--- src/common/odl_pkg.sv ---
package odl_pkg;

  // ****************************************************************
  // Word layout
  // ****************************************************************
  localparam int WORD_BITS     = 16;
  localparam int CODE_BITS     = 12;
  localparam int CHAN_COUNT    = 8;
  localparam int CODE_MSB_POS  = 15;
  localparam int CODE_LSB_POS  = 4;
  localparam int ADDR_BIT_POS  = 3;
  localparam int SEL_MSB_POS   = 2;
  localparam int SEL_LSB_POS   = 0;
  localparam int SEL_BITS      = 3;
  localparam int CNT_BITS      = 6;
  localparam logic [CNT_BITS-1:0] BITS_PER_WORD  = 6'h10;
  localparam logic [CNT_BITS-1:0] BITS_LONG_WORD = 6'h20;

  typedef logic [CODE_BITS-1:0]                 odl_code_t;
  typedef logic [CHAN_COUNT-1:0][CODE_BITS-1:0] odl_bank_t;
  typedef logic [WORD_BITS-1:0]                 odl_word_t;

  // ****************************************************************
  // Reset values
  // ****************************************************************
  localparam odl_code_t CODE_RST = 12'h000;
  localparam odl_word_t WORD_RST = 16'h0000;
  // Sync order: clear, load, addr, data, frame, clock
  localparam logic [5:0] PIN_SYNC_RST = 6'h33;

  // ****************************************************************
  // Link timing at 40 MHz
  // ****************************************************************
  localparam int PCLK_PERIOD_NS = 25;
  localparam int SCLK_HALF_NS   = 100;
  localparam int SCLK_HALF_CYC  = (SCLK_HALF_NS + PCLK_PERIOD_NS - 1) / PCLK_PERIOD_NS;
  localparam int FRAME_SETUP_NS = 30;
  localparam int FRAME_SETUP_CYC = (FRAME_SETUP_NS + PCLK_PERIOD_NS - 1) / PCLK_PERIOD_NS;
  localparam int FRAME_HOLD_NS  = 90;
  localparam int FRAME_HOLD_CYC = (FRAME_HOLD_NS + PCLK_PERIOD_NS - 1) / PCLK_PERIOD_NS;
  localparam int TIMER_BITS     = 4;

  // ****************************************************************
  // Host controller register map
  // ****************************************************************
  localparam logic [7:0] REG_CTRL   = 8'h00;
  localparam logic [7:0] REG_TXWORD = 8'h04;
  localparam logic [7:0] REG_STATUS = 8'h08;
  localparam logic [7:0] REG_RXWORD = 8'h0c;
  localparam int CTRL_LOAD_POS   = 0;
  localparam int CTRL_CLEAR_POS  = 1;
  localparam int CTRL_LONG_POS   = 2;
  localparam int STATUS_BUSY_POS = 0;
  localparam logic [2:0] CTRL_RST = 3'h0;

  typedef enum logic [3:0] {
    HST_IDLE  = 4'h1,
    HST_SETUP = 4'h2,
    HST_RUN   = 4'h4,
    HST_HOLD  = 4'h8
  } odl_host_state_e;

endpackage

--- src/common/odl_link_if.sv ---
`timescale 1ns/10ps
interface odl_link_if;
  logic frame_sync_n;
  logic serial_clock_in;
  logic serial_data_in;
  logic serial_data_out;
  logic load_all_n;
  logic clear_outputs_n;

  modport dev (
    input  frame_sync_n,
    input  serial_clock_in,
    input  serial_data_in,
    output serial_data_out,
    input  load_all_n,
    input  clear_outputs_n
  );

  modport host (
    output frame_sync_n,
    output serial_clock_in,
    output serial_data_in,
    input  serial_data_out,
    output load_all_n,
    output clear_outputs_n
  );
endinterface

--- src/verilog/odl_host.sv ---
// The APB register port and the register addresses were left to the implementer.
`timescale 1ns/10ps
module odl_host (
  input  wire  logic        pclk,
  input  wire  logic        presetn,
  input  wire  logic        psel,
  input  wire  logic        penable,
  input  wire  logic        pwrite,
  input  wire  logic [7:0]  paddr,
  input  wire  logic [31:0] pwdata,
  output logic [31:0]       prdata,
  output logic              pready,
  output logic              pslverr,
  odl_link_if.host          link
);

  // ****************************************************************
  // APB slave
  // ****************************************************************
  logic                   apb_wr;
  logic                   apb_rd;
  logic                   busy;
  logic [2:0]             ctrl_reg;
  odl_pkg::odl_word_t     tx_reg;
  odl_pkg::odl_word_t     rx_reg;
  logic                   start;
  logic                   mapped;

  assign apb_wr  = psel & penable & pwrite;
  assign apb_rd  = psel & penable & ~pwrite;
  assign pready  = 1'b1;
  assign mapped  = (paddr == odl_pkg::REG_CTRL) | (paddr == odl_pkg::REG_TXWORD)
                   | (paddr == odl_pkg::REG_STATUS) | (paddr == odl_pkg::REG_RXWORD);
  assign start   = apb_wr & (paddr == odl_pkg::REG_TXWORD) & ~busy;
  assign pslverr = psel & penable & (~mapped | (pwrite & (paddr == odl_pkg::REG_TXWORD) & busy)
                   | (pwrite & (paddr == odl_pkg::REG_STATUS)) | (pwrite & (paddr == odl_pkg::REG_RXWORD)));

  always_ff @(posedge pclk or negedge presetn) begin
    if (!presetn) begin
      ctrl_reg <= odl_pkg::CTRL_RST;
    end else if (apb_wr && paddr == odl_pkg::REG_CTRL) begin
      ctrl_reg <= pwdata[2:0];
    end
  end

  always_ff @(posedge pclk or negedge presetn) begin
    if (!presetn) begin
      tx_reg <= odl_pkg::WORD_RST;
    end else if (start) begin
      tx_reg <= pwdata[odl_pkg::WORD_BITS-1:0];
    end
  end

  always_comb begin
    prdata = 32'h0000_0000;
    if (apb_rd) begin
      unique case (paddr)
        odl_pkg::REG_CTRL:   prdata = {29'h0, ctrl_reg};
        odl_pkg::REG_TXWORD: prdata = {16'h0, tx_reg};
        odl_pkg::REG_STATUS: prdata = {31'h0, busy};
        odl_pkg::REG_RXWORD: prdata = {16'h0, rx_reg};
        default:             prdata = 32'h0000_0000;
      endcase
    end
  end

  // ****************************************************************
  // Static link levels
  // ****************************************************************
  assign link.load_all_n      = ~ctrl_reg[odl_pkg::CTRL_LOAD_POS];
  assign link.clear_outputs_n = ~ctrl_reg[odl_pkg::CTRL_CLEAR_POS];

  // ****************************************************************
  // Daisy-chain input synchroniser
  // ****************************************************************
  logic sdo_meta_reg;
  logic sdo_sync_reg;

  always_ff @(posedge pclk or negedge presetn) begin
    if (!presetn) begin
      sdo_meta_reg <= 1'b0;
      sdo_sync_reg <= 1'b0;
    end else begin
      sdo_meta_reg <= link.serial_data_out;
      sdo_sync_reg <= sdo_meta_reg;
    end
  end

  // ****************************************************************
  // Frame sequencer
  // ****************************************************************
  odl_pkg::odl_host_state_e        state_reg;
  logic [odl_pkg::TIMER_BITS-1:0]  timer_reg;
  logic [odl_pkg::CNT_BITS-1:0]    fall_cnt_reg;
  logic [odl_pkg::CNT_BITS-1:0]    frame_len_reg;
  logic                            sclk_reg;
  logic                            frame_n_reg;
  odl_pkg::odl_word_t              out_reg;
  logic                            tick;

  localparam logic [odl_pkg::TIMER_BITS-1:0] HALF_TOP =
    odl_pkg::TIMER_BITS'(odl_pkg::SCLK_HALF_CYC - 1);

  assign busy = (state_reg != odl_pkg::HST_IDLE);
  assign tick = (timer_reg == HALF_TOP);
  assign link.frame_sync_n    = frame_n_reg;
  assign link.serial_clock_in = sclk_reg;
  assign link.serial_data_in  = out_reg[odl_pkg::WORD_BITS-1];

  always_ff @(posedge pclk or negedge presetn) begin
    if (!presetn) begin
      timer_reg <= '0;
    end else if (!busy || tick) begin
      timer_reg <= '0;
    end else begin
      timer_reg <= timer_reg + 4'h1;
    end
  end

  always_ff @(posedge pclk or negedge presetn) begin
    if (!presetn) begin
      state_reg     <= odl_pkg::HST_IDLE;
      frame_n_reg   <= 1'b1;
      sclk_reg      <= 1'b1;
      fall_cnt_reg  <= '0;
      frame_len_reg <= odl_pkg::BITS_PER_WORD;
      out_reg       <= odl_pkg::WORD_RST;
      rx_reg        <= odl_pkg::WORD_RST;
    end else begin
      unique case (state_reg)
        odl_pkg::HST_IDLE: begin
          if (start) begin
            // Frame low, MSB on the data line, clock still high
            state_reg     <= odl_pkg::HST_SETUP;
            frame_n_reg   <= 1'b0;
            fall_cnt_reg  <= '0;
            out_reg       <= pwdata[odl_pkg::WORD_BITS-1:0];
            frame_len_reg <= ctrl_reg[odl_pkg::CTRL_LONG_POS] ? odl_pkg::BITS_LONG_WORD
                                                              : odl_pkg::BITS_PER_WORD;
          end
        end
        odl_pkg::HST_SETUP: begin
          if (tick) begin
            state_reg    <= odl_pkg::HST_RUN;
            sclk_reg     <= 1'b0;
            fall_cnt_reg <= fall_cnt_reg + 6'h01;
          end
        end
        odl_pkg::HST_RUN: begin
          if (tick && !sclk_reg) begin
            sclk_reg <= 1'b1;
            out_reg  <= {out_reg[odl_pkg::WORD_BITS-2:0], 1'b0};
            if (fall_cnt_reg > odl_pkg::BITS_PER_WORD) begin
              rx_reg <= {rx_reg[odl_pkg::WORD_BITS-2:0], sdo_sync_reg};
            end
            if (fall_cnt_reg == frame_len_reg) begin
              state_reg <= odl_pkg::HST_HOLD;
            end
          end else if (tick) begin
            sclk_reg     <= 1'b0;
            fall_cnt_reg <= fall_cnt_reg + 6'h01;
          end
        end
        odl_pkg::HST_HOLD: begin
          if (tick) begin
            state_reg   <= odl_pkg::HST_IDLE;
            frame_n_reg <= 1'b1;
          end
        end
      endcase
    end
  end

endmodule
--- src/flat_wrapper.sv ---
// flat-port wrapper written by rule: the top's interface ports become plain ports
module odl_host_flat 
  (pclk, presetn, psel, penable, pwrite, paddr, pwdata, prdata, pready, pslverr, link_frame_sync_n, link_serial_clock_in, link_serial_data_in, link_serial_data_out, link_load_all_n, link_clear_outputs_n);
  odl_link_if link_i ();
  input  wire  logic pclk;
  input  wire  logic presetn;
  input  wire  logic psel;
  input  wire  logic penable;
  input  wire  logic pwrite;
  input  wire  logic [7:0] paddr;
  input  wire  logic [31:0] pwdata;
  output logic [31:0] prdata;
  output logic pready;
  output logic pslverr;
  output wire logic [$bits(link_i.frame_sync_n)-1:0] link_frame_sync_n;
  output wire logic [$bits(link_i.serial_clock_in)-1:0] link_serial_clock_in;
  output wire logic [$bits(link_i.serial_data_in)-1:0] link_serial_data_in;
  input wire logic [$bits(link_i.serial_data_out)-1:0] link_serial_data_out;
  output wire logic [$bits(link_i.load_all_n)-1:0] link_load_all_n;
  output wire logic [$bits(link_i.clear_outputs_n)-1:0] link_clear_outputs_n;
  assign link_frame_sync_n = link_i.frame_sync_n;
  assign link_serial_clock_in = link_i.serial_clock_in;
  assign link_serial_data_in = link_i.serial_data_in;
  assign link_i.serial_data_out = link_serial_data_out;
  assign link_load_all_n = link_i.load_all_n;
  assign link_clear_outputs_n = link_i.clear_outputs_n;
  odl_host u_core (.pclk(pclk), .presetn(presetn), .psel(psel), .penable(penable), .pwrite(pwrite), .paddr(paddr), .pwdata(pwdata), .prdata(prdata), .pready(pready), .pslverr(pslverr), .link(link_i));
endmodule
--- config.mk ---
export PLATFORM = sky130hd
export DESIGN_NAME = odl_host_flat
export DESIGN_NICKNAME = d
export VERILOG_FILES = /design/src/common/odl_pkg.sv /design/src/common/odl_link_if.sv /design/src/verilog/odl_host.sv /design/src/flat_wrapper.sv
export SDC_FILE = /design/constraint.sdc
export NUM_CORES = 1
export LEC_CHECK = 0
export BUFFER_PORTS_ARGS = -buffer_cell sky130_fd_sc_hd__buf_4
export CORE_ASPECT_RATIO = 1.1
export CORE_MARGIN = 3
export CORE_UTILIZATION = 55
export DETAILED_ROUTE_END_ITERATION = 8
export PLACE_DENSITY_LB_ADDON = 0.05
export SYNTH_ARGS = -nofsm -noshare
export SYNTH_HDL_FRONTEND = slang
export SYNTH_SLANG_ARGS = --single-unit
--- constraint.sdc ---
create_clock -name pclk -period 3.5 [get_ports pclk]
set_input_delay 0.35 -clock pclk [delete_from_list [all_inputs] [get_ports pclk]]
set_output_delay 0.35 -clock pclk [all_outputs]
set_load 0.05 [all_outputs]
==> out/summary.md, run 1 <==
The flow ran to the end, and the final reports show no timing, DRC or antenna violations. After clock tree synthesis, the clock-pin slew on the worst setup and hold paths is 70 ps. The floorplan step defined a die boundary enclosing 7720 sq um. The synthesized design contains 0 enable-type register cells. On the final layout, the worst clock skew is 4.68 ps. The measured slew at the worst slew-check pin works out to 909 ps. The tools report the reg-to-reg critical path startpoint as u_core.timer_reg[0]. The fraction of final layout cells with drive strength greater than 1 is 0.308, and the power density over the cells is 554 nW/um^2. The number of H-tree branching levels is 3, and the post-detailed-route wirelength per cell is 16.6 microns.

Synthesis instantiated 46 different standard cells from the library. The tightest min-delay check is of the primary input to asynchronous set/reset pin type. The run gives 470 as the non-filler instance count after layout. The logs give 5.51 mm for the post-detailed-placement half-perimeter wirelength and 3680 sq um for the summed instance area of the synthesized netlist. Global-route wire length before repair: 12.8 mm. Capturing point of the worst reg2reg path: u_core.rx_reg[0].

The floorplan has 30 rows. The endpoint kind of the worst setup timing path was a flop. After global routing the overflow that remains totals 0.

The sequential cell area fraction in the yosys report was 0.484. TritonCTS built the clock tree. Post-CTS timing repair inserted 0 buffers for setup.

The count of input and output buffers works out to 51. The clock network latency to the later pin of the worst-skew pair was 340 ps. The shortest clock period the worst path allows after layout is 2580 ps, and the via count of the first global-routing pass is 2672. The logs give 0 for the number of antenna-violating nets in the routed design and 7.82 mm for the final routed wirelength across all metal layers. The tools report the clock tree root driver cell as clkbuf_8.

The final RePlAce weighted congestion came out at 0.761. 85 I/O pins were placed. The area added between synthesis and finish was 14.8%; the maximum vdd drop was 306 uV. The tools report the number of maximum-capacitance constraint violations as 0. Global routing usage summed across all routing layers: 0.208.

Summing over every cut layer, the via total after detailed routing is 2648. The number of DRC violations after detailed routing is 0. In the final design database the tool counted 437 nets. Derived from the worst setup path, the maximum achievable clock frequency is 388 MHz.

Setup violations remaining at the end of the flow were counted as 0. The yosys synthesis warning count was 0; the max-slew violation count was 0. Fill cells in the final layout number 509. The effective utilization at floorplan was 0.581; the fraction of registers with async set/reset was 1.00.

The critical path in this run is classified as flop to flop. The clock net in this run drives a total of 71 sinks. The maximum fanout along the worst path was 16.

Averaged over all synthesized cells, the footprint is 10.8 sq um. Width of the die: 84.0 microns. Registers take 1780 sq um.

The number of gates resized after CTS was 0. Startpoint kind of the worst setup timing path: a flop. The post-route clock period utilization was 0.737.

The tools report the final hold violation count as 0. Entering global routing, the biggest net connects 72 pins. 0 antenna diodes ended up in the layout. Data arrives at the worst endpoint at 2800 ps.

The tools report the leakage power figure as 1.95 nW. The number of antenna violations at the first check in global routing came out at 0. In this run the deepest clock path goes through 2 buffers. In the synthesized netlist, the number of instances is 340. The depth of the worst register-to-register path is 7. The iteration count of the initial detailed-routing pass was 4. The floorplan step set the die height to 91.8 microns.

Number of design-rule violations left by the first detailed-router iteration: 118. The post-synthesis register bit count is 71. In the synthesized netlist the dominant register cell turns out to be dfrtp_1. The total area inside the core boundary comes to 6340 sq um. Total area of multi-input combinational cells: 1700 sq um. In this run, placement finished with an instance count of 455. For the normalized max-slew margin, the log shows 0.394.

Counting the buffers created by CTS gives 9. Adding up every negative setup slack in the final design gives 0 ps. At the worst endpoint, the required time is 3720 ps.

The average vias per placed instance was 5.63; the number of hold buffers added after CTS was 0. Setup repair after global routing left no endpoint under its margin. The worst-case register-to-register setup slack came out at 920 ps.
[Yosys cell counts (3+ instances only)]
library cell   n  share of area
dfrtp_1       67           0.46
a21oi_1       36          0.049
mux2_2        34           0.10
nor2_1        28          0.029
buf_4         21          0.043
mux2i_1       18          0.049
nand2_1       17          0.017
a22oi_1       14          0.029
o21ai_0       14          0.019
inv_1          9         0.0092
buf_2          7         0.0095
clkbuf_1       6         0.0061
nand3_1        6         0.0081
ha_1           5          0.017
and3_1         4         0.0068
dfstp_2        4          0.029
o31ai_1        4         0.0081
nand2b_1       3         0.0051
nor2b_1        3         0.0051
nor3_1         3         0.0041
xnor2_1        3         0.0071
[how the worst max path moves through the flow]
stage                        start           endpoint  slack [ps]  cells past startpoint
6_report       u_core.timer_reg[0]   u_core.rx_reg[0]         920                      7
5_1_grt        u_core.timer_reg[0]   u_core.rx_reg[0]         760                      7
4_1_cts        u_core.timer_reg[0]   u_core.rx_reg[0]         910                      7
3_5_place_dp   u_core.timer_reg[0]   u_core.rx_reg[0]         920                      7
3_3_place_gp   u_core.timer_reg[0]  u_core.out_reg[0]         940                      8
2_1_floorplan             paddr[5]         prdata[10]         950                      6
[routing by layer]
metal | wire [microns] | track usage
met5 | 0 | 0
met4 | 117 | 0.0536
met3 | 284 | 0.0467
met2 | 4010 | 0.357
met1 | 3410 | 0.265
[cells in the final DEF (no fill, tap or decap), types with 4 or more instances in the layout]
| cell | n |
|---|---|
| dfrtp_1 | 67 |
| a22oi_1 | 14 |
| ha_1 | 5 |
| dfstp_2 | 4 |
| mux2_2 | 34 |
| mux2i_1 | 18 |
| inv_1 | 9 |
| a21oi_1 | 36 |
| nor2_1 | 28 |
| and3_1 | 4 |
| nand2_1 | 17 |
| clkbuf_8 | 11 |
| conb_1 | 17 |
| o21ai_0 | 14 |
| buf_4 | 56 |
| nand3_1 | 6 |
| o31ai_1 | 4 |
[worst max-delay path, cell delays in order, from the launching register on]
cell     delay (ps)
dfrtp_1         380
ha_1            180
or3b_2          570
inv_1           140
ha_1            230
nand2_2         130
nor2_4          420
mux2_2          400
[cell families (layout without fill, tap and decap cells)]
family | Yosys count | count (layout) | share of synthesized area
AO/OA/AOI/OAI | 80 | 80 | 0.137
XOR/XNOR | 5 | 5 | 0.0119
buffers and inverters | 45 | 80 | 0.0737
multiplexers | 52 | 52 | 0.153
adder cells (fa/ha/maj) | 5 | 5 | 0.0170
AND/OR/NAND/NOR | 80 | 80 | 0.122
other | 2 | 17 | 0.00204
flip-flops | 71 | 71 | 0.484
[power by group]
part / internal [mW] / switching (mW)
clock network: 0.364 / 0.295
registers: 0.940 / 0.119
logic: 0.253 / 0.372
[area by class of cell]
| cell class | instances | share of cell area |
|---|---|---|
| Clock buffer | 12 | 0.0367 |
| Tap cell | 80 | 0.0237 |
| Sequential cell | 71 | 0.421 |
| Inverter | 9 | 0.00799 |
| Multi-Input combinational cell | 239 | 0.401 |
| Timing Repair Buffer | 56 | 0.0994 |
| Clock inverter | 3 | 0.0101 |
[per-stage QoR]
stage	power (mW)	hold slack [ps]	setup slack [ps]	utilization	instance area (sq um)
after global placement	1.67	334	940	0.636	4030
final	2.34	106	920	0.667	4230
after CTS	2.36	105	906	0.667	4230
after detailed placement	1.70	342	916	0.636	4030
after floorplan	1.54	54.4	950	-	3740
after global routing	2.48	104	760	0.667	4230
Power figures use the tool's default switching activity.
==> run 2, diff against run 1 <==
Settings changed: ABC_AREA set to 1.
Clock period 3.5 ns to 2.55 ns, I/O delays scaled along.
==> run 2 against run 1 <==
Against the previous run: clock skew is 6.4 ps higher; non-clock buffer count is 4 lower; count of clock-buffer cells in the layout is 3 lower; power shrank 13%; global-route usage decreased by 1.6 points; flip-flop and latch count did not move; design area is 6.5% higher; sequential share of layout area shrank 2.6 points; combinational power down 76%; cell count is 33% higher; largest power group unchanged.
==> out/summary.md, run 2 <==
The run gives 0.437 as the sequential cell area fraction in the yosys report. The via count of the first global-routing pass came out at 2772. The kind of critical path was flop to flop.

Buffers inserted to repair hold after CTS numbered 0. The logs give 3 for the number of H-tree branching levels and 0 for the number of antenna violations at the first check in global routing. Between clock sinks in the finished design, the worst skew comes to 11.1 ps.

The post-cts resize count was 0; the depth of the worst register-to-register path was 9. For the worst-case register-to-register setup slack, the log shows 470 ps. The iteration count of the initial detailed-routing pass is 6, and the overflow left after global routing is 0.

The run gives 7090 sq um as the area of the core. Maximum number of pins on one net before global-route repair: 72. The normalized max-slew margin is 0.408. After technology mapping, the gate count stands at 491.

Setup repair after global routing left no endpoint under its margin. The first global-routing pass estimated 12.6 mm of wire. The tools report the antenna diode instance count as 0.

The congestion estimate from routability-driven global placement came to 0.879. The count of nets left with antenna violations once routing finished came out at 0. Total area of multi-input combinational cells: 1820 sq um.

The filler cells instantiated in the layout total 624. Using the TritonRoute via totals, the vias-per-cell ratio works out to 4.93. Power spread over the standard cell area amounts to 453 nW/um^2. The tools report the final hold violation count as 0. The path class of the tightest hold or removal check is primary input to asynchronous set/reset pin. The die covers 8480 sq um. The post-detailed-route wirelength per cell was 12.4 microns. The top cell types in the final layout, fill and taps aside, are nand2_1 (138), dfrtp_1 (67), buf_4 (52), inv_1 (51), o21ai_2 (36). Timing would allow up to 481 MHz. The portion of synthesized cell area occupied by the leading cell type was 0.412; the arrival time reported for the critical path endpoint was 2290 ps.

85 I/O pins were placed. Synthesis instantiated 33 different standard cells from the library. The clock net in this run drives a total of 71 sinks. Post-route clock period utilization: 0.815.

The final layout net count is 586, and the maximum vdd drop is 327 uV. In this run the worst path has a maximum fanout of 32. The fraction of registers with async set/reset was 1.00; the final routed wirelength across all metal layers was 7.73 mm. In this run the horizontal extent of the chip is 88.1 microns. The most frequent cell after synthesis is nand2_1.

STA classifies the critical path endpoint as a flop. The worst register-to-register path begins at u_core.timer_reg[0]. The area added between synthesis and finish works out to 10.6%.

Counting instances in the post-synthesis netlist gives the leading cell types as nand2_1 (138), dfrtp_1 (67), inv_1 (51). The dominant register cell in the synthesized netlist was dfrtp_1. The endpoint identified for the worst register-to-register timing path is u_core.out_reg[0].

The library cell occupying the most area in the post-synthesis netlist was dfrtp_1. The cell area that synthesis handed to floorplanning was 4070 sq um. In this run the cell area measured after placement is 4340 sq um.

The max-slew violation count is 0. For the final routed database, the setup TNS stands at 0 ps. The clock network latency to the later pin of the worst-skew pair was 340 ps; the number of maximum-capacitance constraint violations was 0. TritonCTS built the clock tree. The number of design-rule violations left by the first detailed-router iteration was 139. Summed over all cells, the static leakage comes to 2.17 nW. The global routing usage summed across all routing layers was 0.192.

The effective utilization at floorplan was 0.575; the mean instance size in the synthesized netlist was 8.30 sq um. The fraction of final layout cells with drive strength greater than 1 came out at 0.306. For the worst setup path, the data required time is 2760 ps. Leaving out fill and tap cells, the most frequent cell in the layout is nand2_1. Across all layers, the routed design uses 3074 vias. Sorting the synthesized cells by area gives the leading types as dfrtp_1 (41%), nand2_1 (13%), o21ai_2 (7.7%), inv_1 (4.7%), buf_4 (3.7%).

The initialized floorplan defines 32 standard-cell rows. Startpoint kind of the worst setup timing path: a flop. Number of setup buffers added after CTS: 0. The longest clock path from root to sink contains 2 buffers. The area taken by flip-flops and latches came out at 1780 sq um.

Die height: 96.3 microns. The run finished with clean final reports. With fillers left out, the area of the finished cells amounts to 4510 sq um. The number of buffers created by CTS was 9; the clock-pin slew reported for the worst setup and hold paths after clock tree synthesis was 70 ps. Counting I/O delays and the setup requirement, the final critical path takes 2080 ps. After detailed routing, the number of remaining DRC violations is 0. For the pin with the worst max-slew slack, the measured transition is 888 ps.

The Yosys step of the flow raised 0 warnings. The number of enable-type register cells in the synthesized netlist was 0. The tree is rooted in a clkbuf_8.

In this run, synthesis produced a sequential element count of 71. The tools report the post-detailed-placement half-perimeter wirelength as 5.56 mm. For the final number of setup-violating endpoints, the log shows 0.

The count of input and output buffers was 51.
## run 2: cell count changes after synthesis, moves of 8 or more
cell	previous run	this run
nand3_1	6	20
buf_6	2	10
a21oi_1	36	10
o21ai_1	0	8
a21oi_2	0	16
nand2_1	17	138
o21ai_0	14	22
inv_2	0	13
inv_1	9	51
a22oi_1	14	0
o21ai_2	0	36
nor2_2	0	11
mux2i_1	18	0
mux2_2	34	0
## run 2: power breakdown
| group | internal (mW) | leakage (nW) | switching, mW |
|---|---|---|---|
| logic | 0.0368 | 1.14 | 0.115 |
| registers | 1.13 | 0.948 | 0.000974 |
| clock network | 0.343 | 0.0809 | 0.419 |
| total | 1.51 | 2.17 | 0.535 |
## run 2: per-stage QoR
step | std cells | hold WS [ps] | total power, mW | util | worst slack (ps)
global route | 624 | 9.34 | 2.13 | 0.636 | 261
floorplan | 506 | -40.6 | 1.26 | - | 568
global placement | 609 | 334 | 1.30 | 0.613 | 502
finish | 624 | 25.4 | 2.04 | 0.636 | 472
CTS | 624 | 9.24 | 2.07 | 0.636 | 471
detailed placement | 609 | 341 | 1.30 | 0.613 | 490
## run 2: critical path, cell delays in order, from the launching register on
cell and delay (ps):
dfrtp_1 370, ha_1 190, nand3_1 150, inv_1 140
ha_1 240, inv_1 90, nand3_1 150, nand3_4 360
nand2_1 190, o21ai_2 60
## run 2: cell families after synthesis
kind of cell / synth area share
XOR/XNOR: 0.00860
AO/OA/AOI/OAI: 0.163
other: 0.00184
AND/OR/NAND/NOR: 0.244
flip-flops: 0.437
adder cells (fa/ha/maj): 0.0154
buffers and inverters: 0.130
## run 2: worst max-delay path by stage
stage,from,to,slack [ps],depth (start not counted)
3_3_place_gp,u_core.timer_reg[0],u_core.out_reg[3],500,9
3_5_place_dp,u_core.timer_reg[0],u_core.out_reg[11],490,9
4_1_cts,u_core.timer_reg[0],u_core.out_reg[0],470,9
6_report,u_core.timer_reg[0],u_core.out_reg[0],470,9
2_1_floorplan,paddr[4],prdata[5],570,7
5_1_grt,u_core.timer_reg[0],u_core.out_reg[1],260,9
## run 2: final cells by class
| class | instances | area share |
|---|---|---|
| Timing Repair Buffer | 52 | 0.0866 |
| Clock buffer | 9 | 0.0275 |
| Multi-Input combinational cell | 336 | 0.404 |
| Clock inverter | 6 | 0.00861 |
| Sequential cell | 71 | 0.395 |
| Tap cell | 85 | 0.0236 |
| Inverter | 65 | 0.0544 |
## run 2: metal layers
layer	global-route usage	up-vias	routed length, microns
li1	-	1582	-
met1	0.274	1432	3800
met2	0.283	53	3540
met3	0.0334	7	287
met4	0.0882	0	98
met5	0	-	0
